===== src/node_decoder_pkg.sv =====
package node_decoder_pkg;

  localparam int ADDR_W         = 48;
  localparam int NODE_W         = 4;
  localparam int STRAP_W        = 2;
  localparam int SLICE_W        = 2;
  localparam int SEL_W          = 4;
  localparam int PORT_W         = 2;
  localparam int NUM_PORTS      = 4;
  localparam int NUM_SEL        = 16;
  localparam int MAX_CHIPS      = 4;

  localparam int NODE_LSB       = 44;
  localparam int HALF_BIT       = 43;
  localparam int PORT_LSB       = 42;
  localparam int LINK_SEL_BIT   = 41;
  localparam int SLICE_BASE_BIT = 6;
  localparam int SLICE_STEP     = 2;

  localparam int WB_ADDR_W      = 32;
  localparam int WB_DATA_W      = 32;
  localparam int WB_SEL_W       = 4;
  localparam int COUNT_W        = 16;
  localparam int ADDR_LO_W      = 32;
  localparam int ADDR_HI_W      = 16;

  localparam logic [WB_ADDR_W-1:0] SLICE_SEL_ADDR  = 32'h3FF0_0400;
  localparam logic [WB_ADDR_W-1:0] CONTROL_ADDR    = 32'h3FF0_0404;
  localparam logic [WB_ADDR_W-1:0] STATUS_ADDR     = 32'h3FF0_0408;
  localparam logic [WB_ADDR_W-1:0] REFUSED_LO_ADDR = 32'h3FF0_040C;
  localparam logic [WB_ADDR_W-1:0] REFUSED_HI_ADDR = 32'h3FF0_0410;

  localparam int CTRL_PRESENT_LSB = 0;
  localparam int CTRL_MULTI_BIT   = 4;
  localparam int STAT_NODE_LSB    = 0;
  localparam int STAT_COUNT_LSB   = 16;

  localparam logic [SEL_W-1:0]     SLICE_SEL_RST    = 4'h0;
  localparam logic [NUM_PORTS-1:0] PORT_PRESENT_RST = 4'h8;
  localparam logic                 MULTI_CHIP_RST   = 1'b0;
  localparam logic [STRAP_W-1:0]   STRAP_RST        = 2'h0;

  typedef enum logic [1:0] {
    SRC_CORE = 2'b00,
    SRC_LINK = 2'b01,
    SRC_PBUS = 2'b10
  } req_source_t;

  typedef enum logic [2:0] {
    TGT_NONE         = 3'b000,
    TGT_SHARED_CACHE = 3'b001,
    TGT_LINK_PORT    = 3'b010,
    TGT_REMOTE_NODE  = 3'b011,
    TGT_RESERVED     = 3'b100
  } target_t;

  typedef struct packed {
    logic [ADDR_W-1:0] addr;
    req_source_t       source;
  } req_t;

  typedef struct packed {
    logic [NODE_W-1:0]  node;
    target_t            target;
    logic [PORT_W-1:0]  port;
    logic               link_ctrl;
    logic [SLICE_W-1:0] slice;
    logic               coherent;
    logic               error;
  } resp_t;

endpackage : node_decoder_pkg


===== src/node_address_decoder.sv =====
`timescale 1ns/10ps
`default_nettype none
module node_address_decoder
  import node_decoder_pkg::*;
#(
  parameter int NUM_CHIPS = MAX_CHIPS
)(
  input  wire logic                 clk_i,
  input  wire logic                 rst_i,
  input  wire logic                 ce_i,
  input  wire logic [STRAP_W-1:0]   chip_node_number_strap_i,
  input  wire logic                 req_valid_i,
  input  wire req_t                 req_i,
  output var  logic                 resp_valid_o,
  output var  resp_t                resp_o,
  input  wire logic                 cyc_i,
  input  wire logic                 stb_i,
  input  wire logic                 we_i,
  input  wire logic [WB_ADDR_W-1:0] adr_i,
  input  wire logic [WB_SEL_W-1:0]  sel_i,
  input  wire logic [WB_DATA_W-1:0] dat_i,
  output var  logic [WB_DATA_W-1:0] dat_o,
  output var  logic                 ack_o
);

  if (NUM_CHIPS < 1 || NUM_CHIPS > MAX_CHIPS) begin : g_chk
    $error("NUM_CHIPS must lie between 1 and 4");
  end

  localparam logic [NODE_W-1:0] LAST_NODE = NODE_W'(NUM_CHIPS - 1);

  logic [STRAP_W-1:0]   strap_meta_q;
  logic [STRAP_W-1:0]   strap_sync_q;
  logic [SEL_W-1:0]     slice_sel_q;
  logic [NUM_PORTS-1:0] port_present_q;
  logic                 multi_chip_q;
  logic [COUNT_W-1:0]   refused_count_q;
  logic [ADDR_W-1:0]    refused_addr_q;
  logic                 ack_q;
  logic [WB_DATA_W-1:0] rdata_q;
  logic                 resp_valid_q;
  resp_t                resp_q;

  logic                 bus_req;
  logic                 bus_wr;
  logic [WB_DATA_W-1:0] rdata_d;
  logic [NODE_W-1:0]    local_node;
  logic [NODE_W-1:0]    req_node;
  logic [PORT_W-1:0]    req_port;
  logic [SLICE_W-1:0]   req_slice;
  resp_t                resp_d;

  // The strap is a pin and crosses two flip-flops before use.
  always_ff @(posedge clk_i) begin
    if (rst_i) begin
      strap_meta_q <= STRAP_RST;
      strap_sync_q <= STRAP_RST;
    end else if (ce_i) begin
      strap_meta_q <= chip_node_number_strap_i;
      strap_sync_q <= strap_meta_q;
    end
  end

  // A single chip answers as node 0 whatever its strap says.
  always_comb begin
    local_node = '0;
    if (multi_chip_q) begin
      local_node = {{(NODE_W-STRAP_W){1'b0}}, strap_sync_q};
    end
  end

  assign req_node = req_i.addr[NODE_LSB +: NODE_W];
  assign req_port = req_i.addr[PORT_LSB +: PORT_W];

  cache_slice_bit_select u_slice (
    .addr_i  (req_i.addr),
    .sel_i   (slice_sel_q),
    .slice_o (req_slice)
  );

  always_comb begin
    resp_d           = '0;
    resp_d.node      = req_node;
    resp_d.coherent  = (req_i.source != SRC_PBUS);
    if (req_node != local_node) begin
      if (multi_chip_q && req_node <= LAST_NODE) begin
        resp_d.target = TGT_REMOTE_NODE;
      end else begin
        resp_d.target = TGT_RESERVED;
        resp_d.error  = 1'b1;
      end
    end else if (!req_i.addr[HALF_BIT]) begin
      resp_d.target = TGT_SHARED_CACHE;
      resp_d.slice  = req_slice;
    end else if (port_present_q[req_port]) begin
      resp_d.target    = TGT_LINK_PORT;
      resp_d.port      = req_port;
      resp_d.link_ctrl = req_i.addr[LINK_SEL_BIT];
    end else begin
      resp_d.target = TGT_RESERVED;
      resp_d.port   = req_port;
      resp_d.error  = 1'b1;
    end
  end

  // The answer follows the request by exactly one clock.
  always_ff @(posedge clk_i) begin
    if (rst_i) begin
      resp_valid_q <= 1'b0;
      resp_q       <= '0;
    end else if (ce_i) begin
      resp_valid_q <= req_valid_i;
      if (req_valid_i) begin
        resp_q <= resp_d;
      end
    end
  end

  always_ff @(posedge clk_i) begin
    if (rst_i) begin
      refused_count_q <= '0;
      refused_addr_q  <= '0;
    end else if (ce_i && req_valid_i && resp_d.error) begin
      refused_addr_q <= req_i.addr;
      if (refused_count_q != {COUNT_W{1'b1}}) begin
        refused_count_q <= refused_count_q + COUNT_W'(1);
      end
    end
  end

  assign bus_req = cyc_i && stb_i && !ack_q;
  assign bus_wr  = bus_req && we_i && sel_i[0];

  // Software may change the bit pair while traffic is flowing.
  always_ff @(posedge clk_i) begin
    if (rst_i) begin
      slice_sel_q <= SLICE_SEL_RST;
    end else if (ce_i && bus_wr && adr_i == SLICE_SEL_ADDR) begin
      slice_sel_q <= dat_i[SEL_W-1:0];
    end
  end

  always_ff @(posedge clk_i) begin
    if (rst_i) begin
      port_present_q <= PORT_PRESENT_RST;
      multi_chip_q   <= MULTI_CHIP_RST;
    end else if (ce_i && bus_wr && adr_i == CONTROL_ADDR) begin
      port_present_q <= dat_i[CTRL_PRESENT_LSB +: NUM_PORTS];
      multi_chip_q   <= dat_i[CTRL_MULTI_BIT];
    end
  end

  always_comb begin
    rdata_d = '0;
    if (adr_i == SLICE_SEL_ADDR) begin
      rdata_d[SEL_W-1:0] = slice_sel_q;
    end else if (adr_i == CONTROL_ADDR) begin
      rdata_d[CTRL_PRESENT_LSB +: NUM_PORTS] = port_present_q;
      rdata_d[CTRL_MULTI_BIT]                = multi_chip_q;
    end else if (adr_i == STATUS_ADDR) begin
      rdata_d[STAT_NODE_LSB +: STRAP_W]  = strap_sync_q;
      rdata_d[STAT_COUNT_LSB +: COUNT_W] = refused_count_q;
    end else if (adr_i == REFUSED_LO_ADDR) begin
      rdata_d = refused_addr_q[ADDR_LO_W-1:0];
    end else if (adr_i == REFUSED_HI_ADDR) begin
      rdata_d[ADDR_HI_W-1:0] = refused_addr_q[ADDR_W-1:ADDR_LO_W];
    end
  end

  // Unmapped addresses are acknowledged, read as zero, and drop writes.
  always_ff @(posedge clk_i) begin
    if (rst_i) begin
      ack_q   <= 1'b0;
      rdata_q <= '0;
    end else if (ce_i) begin
      ack_q <= bus_req;
      if (bus_req && !we_i) begin
        rdata_q <= rdata_d;
      end
    end
  end

  assign resp_valid_o = resp_valid_q;
  assign resp_o       = resp_q;
  assign ack_o        = ack_q;
  assign dat_o        = rdata_q;

endmodule : node_address_decoder
`default_nettype wire


===== src/cache_slice_bit_select.sv =====
`timescale 1ns/10ps
`default_nettype none
module cache_slice_bit_select
  import node_decoder_pkg::*;
(
  input  wire logic [ADDR_W-1:0]  addr_i,
  input  wire logic [SEL_W-1:0]   sel_i,
  output var  logic [SLICE_W-1:0] slice_o
);

  logic [SLICE_W-1:0] cand [NUM_SEL];

  // Candidate g is the bit pair [2g+7:2g+6].
  for (genvar g = 0; g < NUM_SEL; g++) begin : g_cand
    assign cand[g] = addr_i[SLICE_BASE_BIT + SLICE_STEP*g +: SLICE_W];
  end

  always_comb begin
    slice_o = cand[sel_i];
  end

endmodule : cache_slice_bit_select
`default_nettype wire


===== config.mk =====
export PLATFORM = sky130hd
export DESIGN_NAME = node_address_decoder
export DESIGN_NICKNAME = d
export VERILOG_FILES = /design/src/node_decoder_pkg.sv /design/src/node_address_decoder.sv /design/src/cache_slice_bit_select.sv
export SDC_FILE = /design/constraint.sdc
export NUM_CORES = 1
export LEC_CHECK = 0
export BUFFER_PORTS_ARGS = -buffer_cell sky130_fd_sc_hd__buf_2
export CAP_MARGIN = 20
export CORE_ASPECT_RATIO = 1.2
export CORE_MARGIN = 5
export CORE_UTILIZATION = 39
export CTS_BUF_LIST = sky130_fd_sc_hd__clkbuf_8
export CTS_CLUSTER_DIAMETER = 50
export DETAILED_ROUTE_END_ITERATION = 10
export PLACE_DENSITY_LB_ADDON = 0.3
export SYNTH_ARGS = -nofsm -noshare
export SYNTH_HDL_FRONTEND = slang
export SYNTH_SLANG_ARGS = --single-unit
export TNS_END_PERCENT = 100

===== constraint.sdc =====
create_clock -name clk_i -period 5 [get_ports clk_i]
set_input_delay 0.25 -clock clk_i [delete_from_list [all_inputs] [get_ports clk_i]]
set_output_delay 0.25 -clock clk_i [all_outputs]
set_load 0.02 [all_outputs]

# [After elaboration in Yosys (flattened, before gate mapping)]
# Index checks and enable logic that the tools add are counted.
[totals] inputBits=127 wordCells=74 ff_bits=125 out_inout_bits=48
[classes] muxes=28 add_sub_neg=1 reduce_logical=16 order_cmp=3 eq_ne=8 n_bitwise=1
[ops] operator="== test 32 x 30 -> 1 bit (second input constant)" n=5
[ops] operator="2-to-1 mux 16 bit" n=4
[ops] operator="2-to-1 mux 28 bit" n=1
[ops] operator="2-to-1 mux 27 bit" n=1
[ops] operator="adder 16 x 1 -> 16 bit (second input constant)" n=1
[ops] operator="inequality test 16 bit (second input constant)" n=1
[ops] operator="2-to-1 mux 5 bit" n=3
[ops] operator="2-to-1 mux 14 bit" n=1
[ops] operator="2-to-1 mux 3 bit" n=4
[ops] operator="logical AND 1 bit" n=11
[ops] operator="2-to-1 mux 2 bit" n=5
[ops] operator="binary-select mux 2 bit (select 4 bit)" n=1
[ops] operator="2-to-1 mux 1 bit" n=6
[ops] operator="AND reduction 2 bit" n=3
[ops] operator=">= comparator 5 bit (second input constant)" n=1
[ops] operator="NOT 4 -> 5 bit" n=1
[ops] operator="less-or-equal comparator 4 x 2 -> 1 bit (second input constant)" n=1
[ops] operator="2-to-1 mux 4 bit" n=1
[ops] operator="inequality test 4 bit" n=1
[ops] operator="less-than comparator 2 x 3 -> 1 bit (second input constant)" n=1
[ops] operator="binary-select mux 1 bit (select 2 bit)" n=1
[ops] operator="logical NOT 1 bit" n=2
[ops] operator="inequality test 2 bit (second input constant)" n=1

# [Depth between registers and ports, before layout]
[depth] depth_word=7 depth_mapped=9 mapped_depth_nobuf=6

# [Hierarchy]
# From an unflattened synthesis, not the netlist that was laid out.
[hier_totals] cells_unflattened=651 hier_area_um2=5522.8
[by_module_without_submodules] module="node_address_decoder" cells_per_inst=630 instances=1 area_per_inst_um2=5253.8
[by_module_without_submodules] module="cache_slice_bit_select" cells_per_inst=21 instances=1 area_per_inst_um2=269.0

# [Least setup slack after synthesis]
# Ideal clock, no wire load.
[synth_path] kind="reg-to-reg" from="register refused_count_q[0]" to="register refused_count_q[5]" synth_period_minus_slack_ns=1.808 arrival_time_ns=1.684 setup_slack_ns=3.192 path_buffers=1 t_required_ns=4.877 setup_time_ns=0.123 path_stages_with_launch=8 cell_sequence="dfxtp_1 ha_1 and3_1 nand4_1 nor2_1 buf_2 nor4_1 mux2_1"
[synth_between] elab_chain_cells=2 word_cells_on_any_way=3 classes_between="add/sub (1); eq/ne (1); reduce/logical (1)"
[synth_rtl] element="start: declaration" line="node_address_decoder.sv:37" source="logic [COUNT_W-1:0] refused_count_q;"
[synth_rtl] element="start signal: assignment" line="node_address_decoder.sv:126" source="refused_count_q <= refused_count_q + COUNT_W'(1);"
[synth_rtl] element="parallel branches: the longest is 2 deep, another holds adder 16 x 1 -> 16 bit"
# Several ways; the timed one is not identified.
# A chain may end at the register's enable or synchronous reset.

# [Final worst setup path]
[layout_path] from="register multi_chip_q" to="register refused_addr_q[38]"
[layout_between] elab_chain_cells=4 word_cells_on_any_way=6 classes_between="eq/ne (1); mux (3); reduce/logical (2)"
[layout_rtl] element="start: declaration" line="node_address_decoder.sv:36" source="logic multi_chip_q;"
[layout_rtl] element="start signal: assignment" line="node_address_decoder.sv:149" source="multi_chip_q <= dat_i[CTRL_MULTI_BIT];"
[layout_rtl] element="2-to-1 mux 2 bit or logical AND 1 bit (tied branches)" line="node_address_decoder.sv:67, node_address_decoder.sv:86"
[layout_rtl] element="inequality test 4 bit or 2-to-1 mux 1 bit (tied branches)" line="node_address_decoder.sv:85, node_address_decoder.sv:86"
[layout_rtl] element="2-to-1 mux 1 bit *" line="node_address_decoder.sv:85" source="if (req_node != local_node) begin"
[layout_rtl] element="logical AND 1 bit *" line="node_address_decoder.sv:123" source="end else if (ce_i && req_valid_i && resp_d.error) begin"
[layout_rtl] element="end signal: assignment" line="node_address_decoder.sv:124" source="refused_addr_q <= req_i.addr;"
[layout_rtl] element="end: declaration" line="node_address_decoder.sv:38" source="logic [ADDR_W-1:0] refused_addr_q;"
# Every way passes the cells marked *; elsewhere a longest branch is shown, timed or not.

==> results.toml <==
[power]
internal_power_mw = 1.65
p_clk_share_pct = 44.2
combPwrFrac_pct = 8.7
power_leakage_nw = 2.83
peakVddDrop_uv = 177
power.switching_mw = 0.535
pwr-share-seq_pct = 47.0
powerDensity_nw_per_um2 = 315
finalPower_mw = 2.19
switching_share_pct = 24.5

[global_route]
grt_pass1_vias = 5294
grt_use_total_pct = 19.4
antenna_found_initial = 0
overflow = 0
grt_pass1_wl_mm = 26.6
grt_max_degree = 75

[place]
io_buffers = 144
dp_hpwl_mm = 12.1
place.gp.congestion = 0.881

[synthesis]
yosys_register_bits = 124
synth.distinct_cells = 62
synth_nets = 745
yosysSeqAreaShare_pct = 43.3
synth-async-reset-ratio_pct = 0
avgSynthCellArea_um2 = 9.29
synth_edf_count = 0
syn_inst = 617
syn_area_um2 = 5730
synthFlopType = "dfxtp_1"
ys.warnings.count = 0

[cts]
cts_hold_buffers = 0
cts_tree = "done"
cts_resized = 0
htreeDepth = 4
cts_setup_buffers = 0
cts_buffer_depth = 2
cts-root-buf = "clkbuf_8"
numCtsBuffers = 17
clk_latency_ns = 0.44
cts.clk_slew.worst_paths_ns = 0.08
clock-sinks = 124

[worst_hold_path]
min_path_cells = 3
min_path_type = "primary input to register"

[timing]
setup_viol = 0
period_needed_ns = 2.55
hold_viol_final = 0
rsz0062_at_grt = "no"
worst_slew_pin_slew_ns = 0.998
slew_headroom_pct = 33.1
whs_ns = 0.0597
max_freq_ghz = 0.391
slew_violations = 0
fin_tns_setup_ns = 0
fin_skew_ns = 0.0139
min_period_over_period_pct = 51.1

[detailed_routing]
viasPerCell = 5.55
dr_wl_met2_mm = 8.38
drc_errors = 0
drtIter0Drc = 307
first_pass_iters = 7
wl_met1_mm = 6.63
wirelength_mm = 16.3
vias = 5158
route.met3.wl_um = 888
drtAntennaViolNets = 0
wl_per_cell_um = 17.5
dr.max_layer_used = "met4"

[setup_path]
crit_required_ns = 5.29
path_depth = 6
cp_max_fo = 29
cp_cell_sequence = "and4bb_1 -> a22o_1 -> a211o_2 -> buf_4 -> mux2i_1 -> nor2_1"
arrival_ns = 2.85
crit_path_start_kind = "register"
path_class = "register to register"
worst_path_dominant_cell_family = "compound AO/OA/AOI/OAI gates"
max_stage_delay_ns = 0.68
cp-end-kind = "register"
slowest_stage = "a211o_2"
path_buf_inv = 1
r2r_cells = 6

[floorplanning]
ios = 175
dieWidth_um = 121
die_area_um2 = 17200
die_h_um = 143
start_util_pct = 39.8
num_rows = 48
coreArea_um2 = 14400

[final_layout]
drive_gt1_share_pct = 29.0
n_fill_cell = 1374
nNetsFinal = 870
num_antenna_cells = 0
syn_to_final_growth_pct = 21.3
final_core_util_pct = 48.2

[job]
cap_violations = 0

[outcome]
outcome = "complete, no violations"
[layout make-up]
| class | count | area, um2 | area share [%] |
|---|---|---|---|
| multi-input combinational | 440 | 3010 | 43.3 |
| timing repair buffer | 148 | 753 | 10.8 |
| inverter | 11 | 41.3 | 0.594 |
| clock inverter | 14 | 196 | 2.83 |
| clock buffer | 18 | 248 | 3.57 |
| sequential | 124 | 2480 | 35.7 |
| tap | 175 | 219 | 3.15 |
[through the flow]
stage | setup slack (ns) | instance area [um2] | instances
after floorplan | 3.19 | 5730 | 617
after global placement | 2.19 | 6500 | 897
after detailed placement | 2.14 | 6500 | 897
after CTS | 2.41 | 6940 | 929
after global routing | 2.27 | 6950 | 930
final | 2.45 | 6950 | 930
[cells in the final DEF (no fill, tap or decap), types with 6 or more instances in the layout]
cell        n
clkbuf_8   18
nor3_1      6
nor2_1     87
and3_1      8
o21ai_0    17
or4_1       7
mux2i_1    57
dfxtp_1   124
o31ai_1     9
nand3_1    14
nand3b_1    6
nand2_1    55
inv_1      12
buf_2     143
a21oi_1    32
nand4_1    11
clkinv_4    6
mux4_2      8
a22oi_1    28
mux2_2     17
o21ai_1     6
[synth_stat cells (all sizes together) (2+ instances only)]
library cell	number	area, um2
a31oi	3	18.8
a32o	2	20.0
nand3	14	70.1
a211o	6	52.6
nor3	7	40.0
clkbuf	22	83.8
nor2	88	333
a41oi	2	17.5
mux4	8	180
nand2b	4	25.0
and3	8	50.1
nand4	13	93.8
nand4b	2	32.5
or3	4	25.0
mux2i	57	571
inv	10	37.5
and4	4	35.0
nor4b	4	53.8
buf	20	115
and2	5	31.3
a21oi	32	160
o31ai	9	67.6
nor3b	3	22.5
nand2	55	206
dfxtp	124	2480
nor2b	5	31.3
nand3b	6	45.0
mux2	18	203
or4	8	63.8
a41o	2	20.0
a21o	2	15.0
a22oi	28	210
nor4	5	73.8
o21ai	23	115
[flip-flops by register name (all words and copies together) (netlist names)]
register         cells
multi_chip_q         1
slice_sel_q          4
resp_o              13
strap_sync_q         2
refused_count_q     16
resp_valid_o         1
port_present_q       4
refused_addr_q      48
ack_o                1
strap_meta_q         2
dat_o               32
[cells by family (layout without fill, tap and decap cells)]
logic type                 Yosys count  in the layout  share of synthesized area (%)
buffers and inverters               53            191                           4.19
xor gates and xnor gates             1              1                          0.153
DFF                                124            124                           43.3
muxes                               83             83                           16.6
AOI/OAI and AO/OA                  116            116                           13.3
and+or+nand+nor                    239            239                           22.2
adders and majority gates            1              1                          0.218
[power by group through the flow]
stage                     logic, mW  clock network (mW)  registers (mW)
after floorplan               0.111                   0            1.05
after global placement        0.187                   0            1.05
after detailed placement      0.191                   0            1.05
after CTS                     0.192               0.991            1.03
after global routing          0.210                1.04            1.03
final                         0.191               0.968            1.03
[layer usage]
metal,global-route usage [%],vias to the layer above
met5,0,-
met4,8.17,0
met3,4.44,35
met2,33.5,178
met1,23.1,2452
li1,-,2493
[final timing paths]
check,slack (ns),to,start
worst max-delay path,2.45,refused_addr_q[38],multi_chip_q
worst min-delay path,0.06,refused_addr_q[2],req_i[4]
worst max register to register,2.45,refused_addr_q[38],multi_chip_q
worst min register to register,0.44,dat_o[8],dat_o[8]
[worst min-delay path, stage by stage]
cell and delay, ns:
buf_2 0.08, mux2i_1 0.06, nor2_1 0.07
No activity file was read; power rests on OpenSTA's default activity.
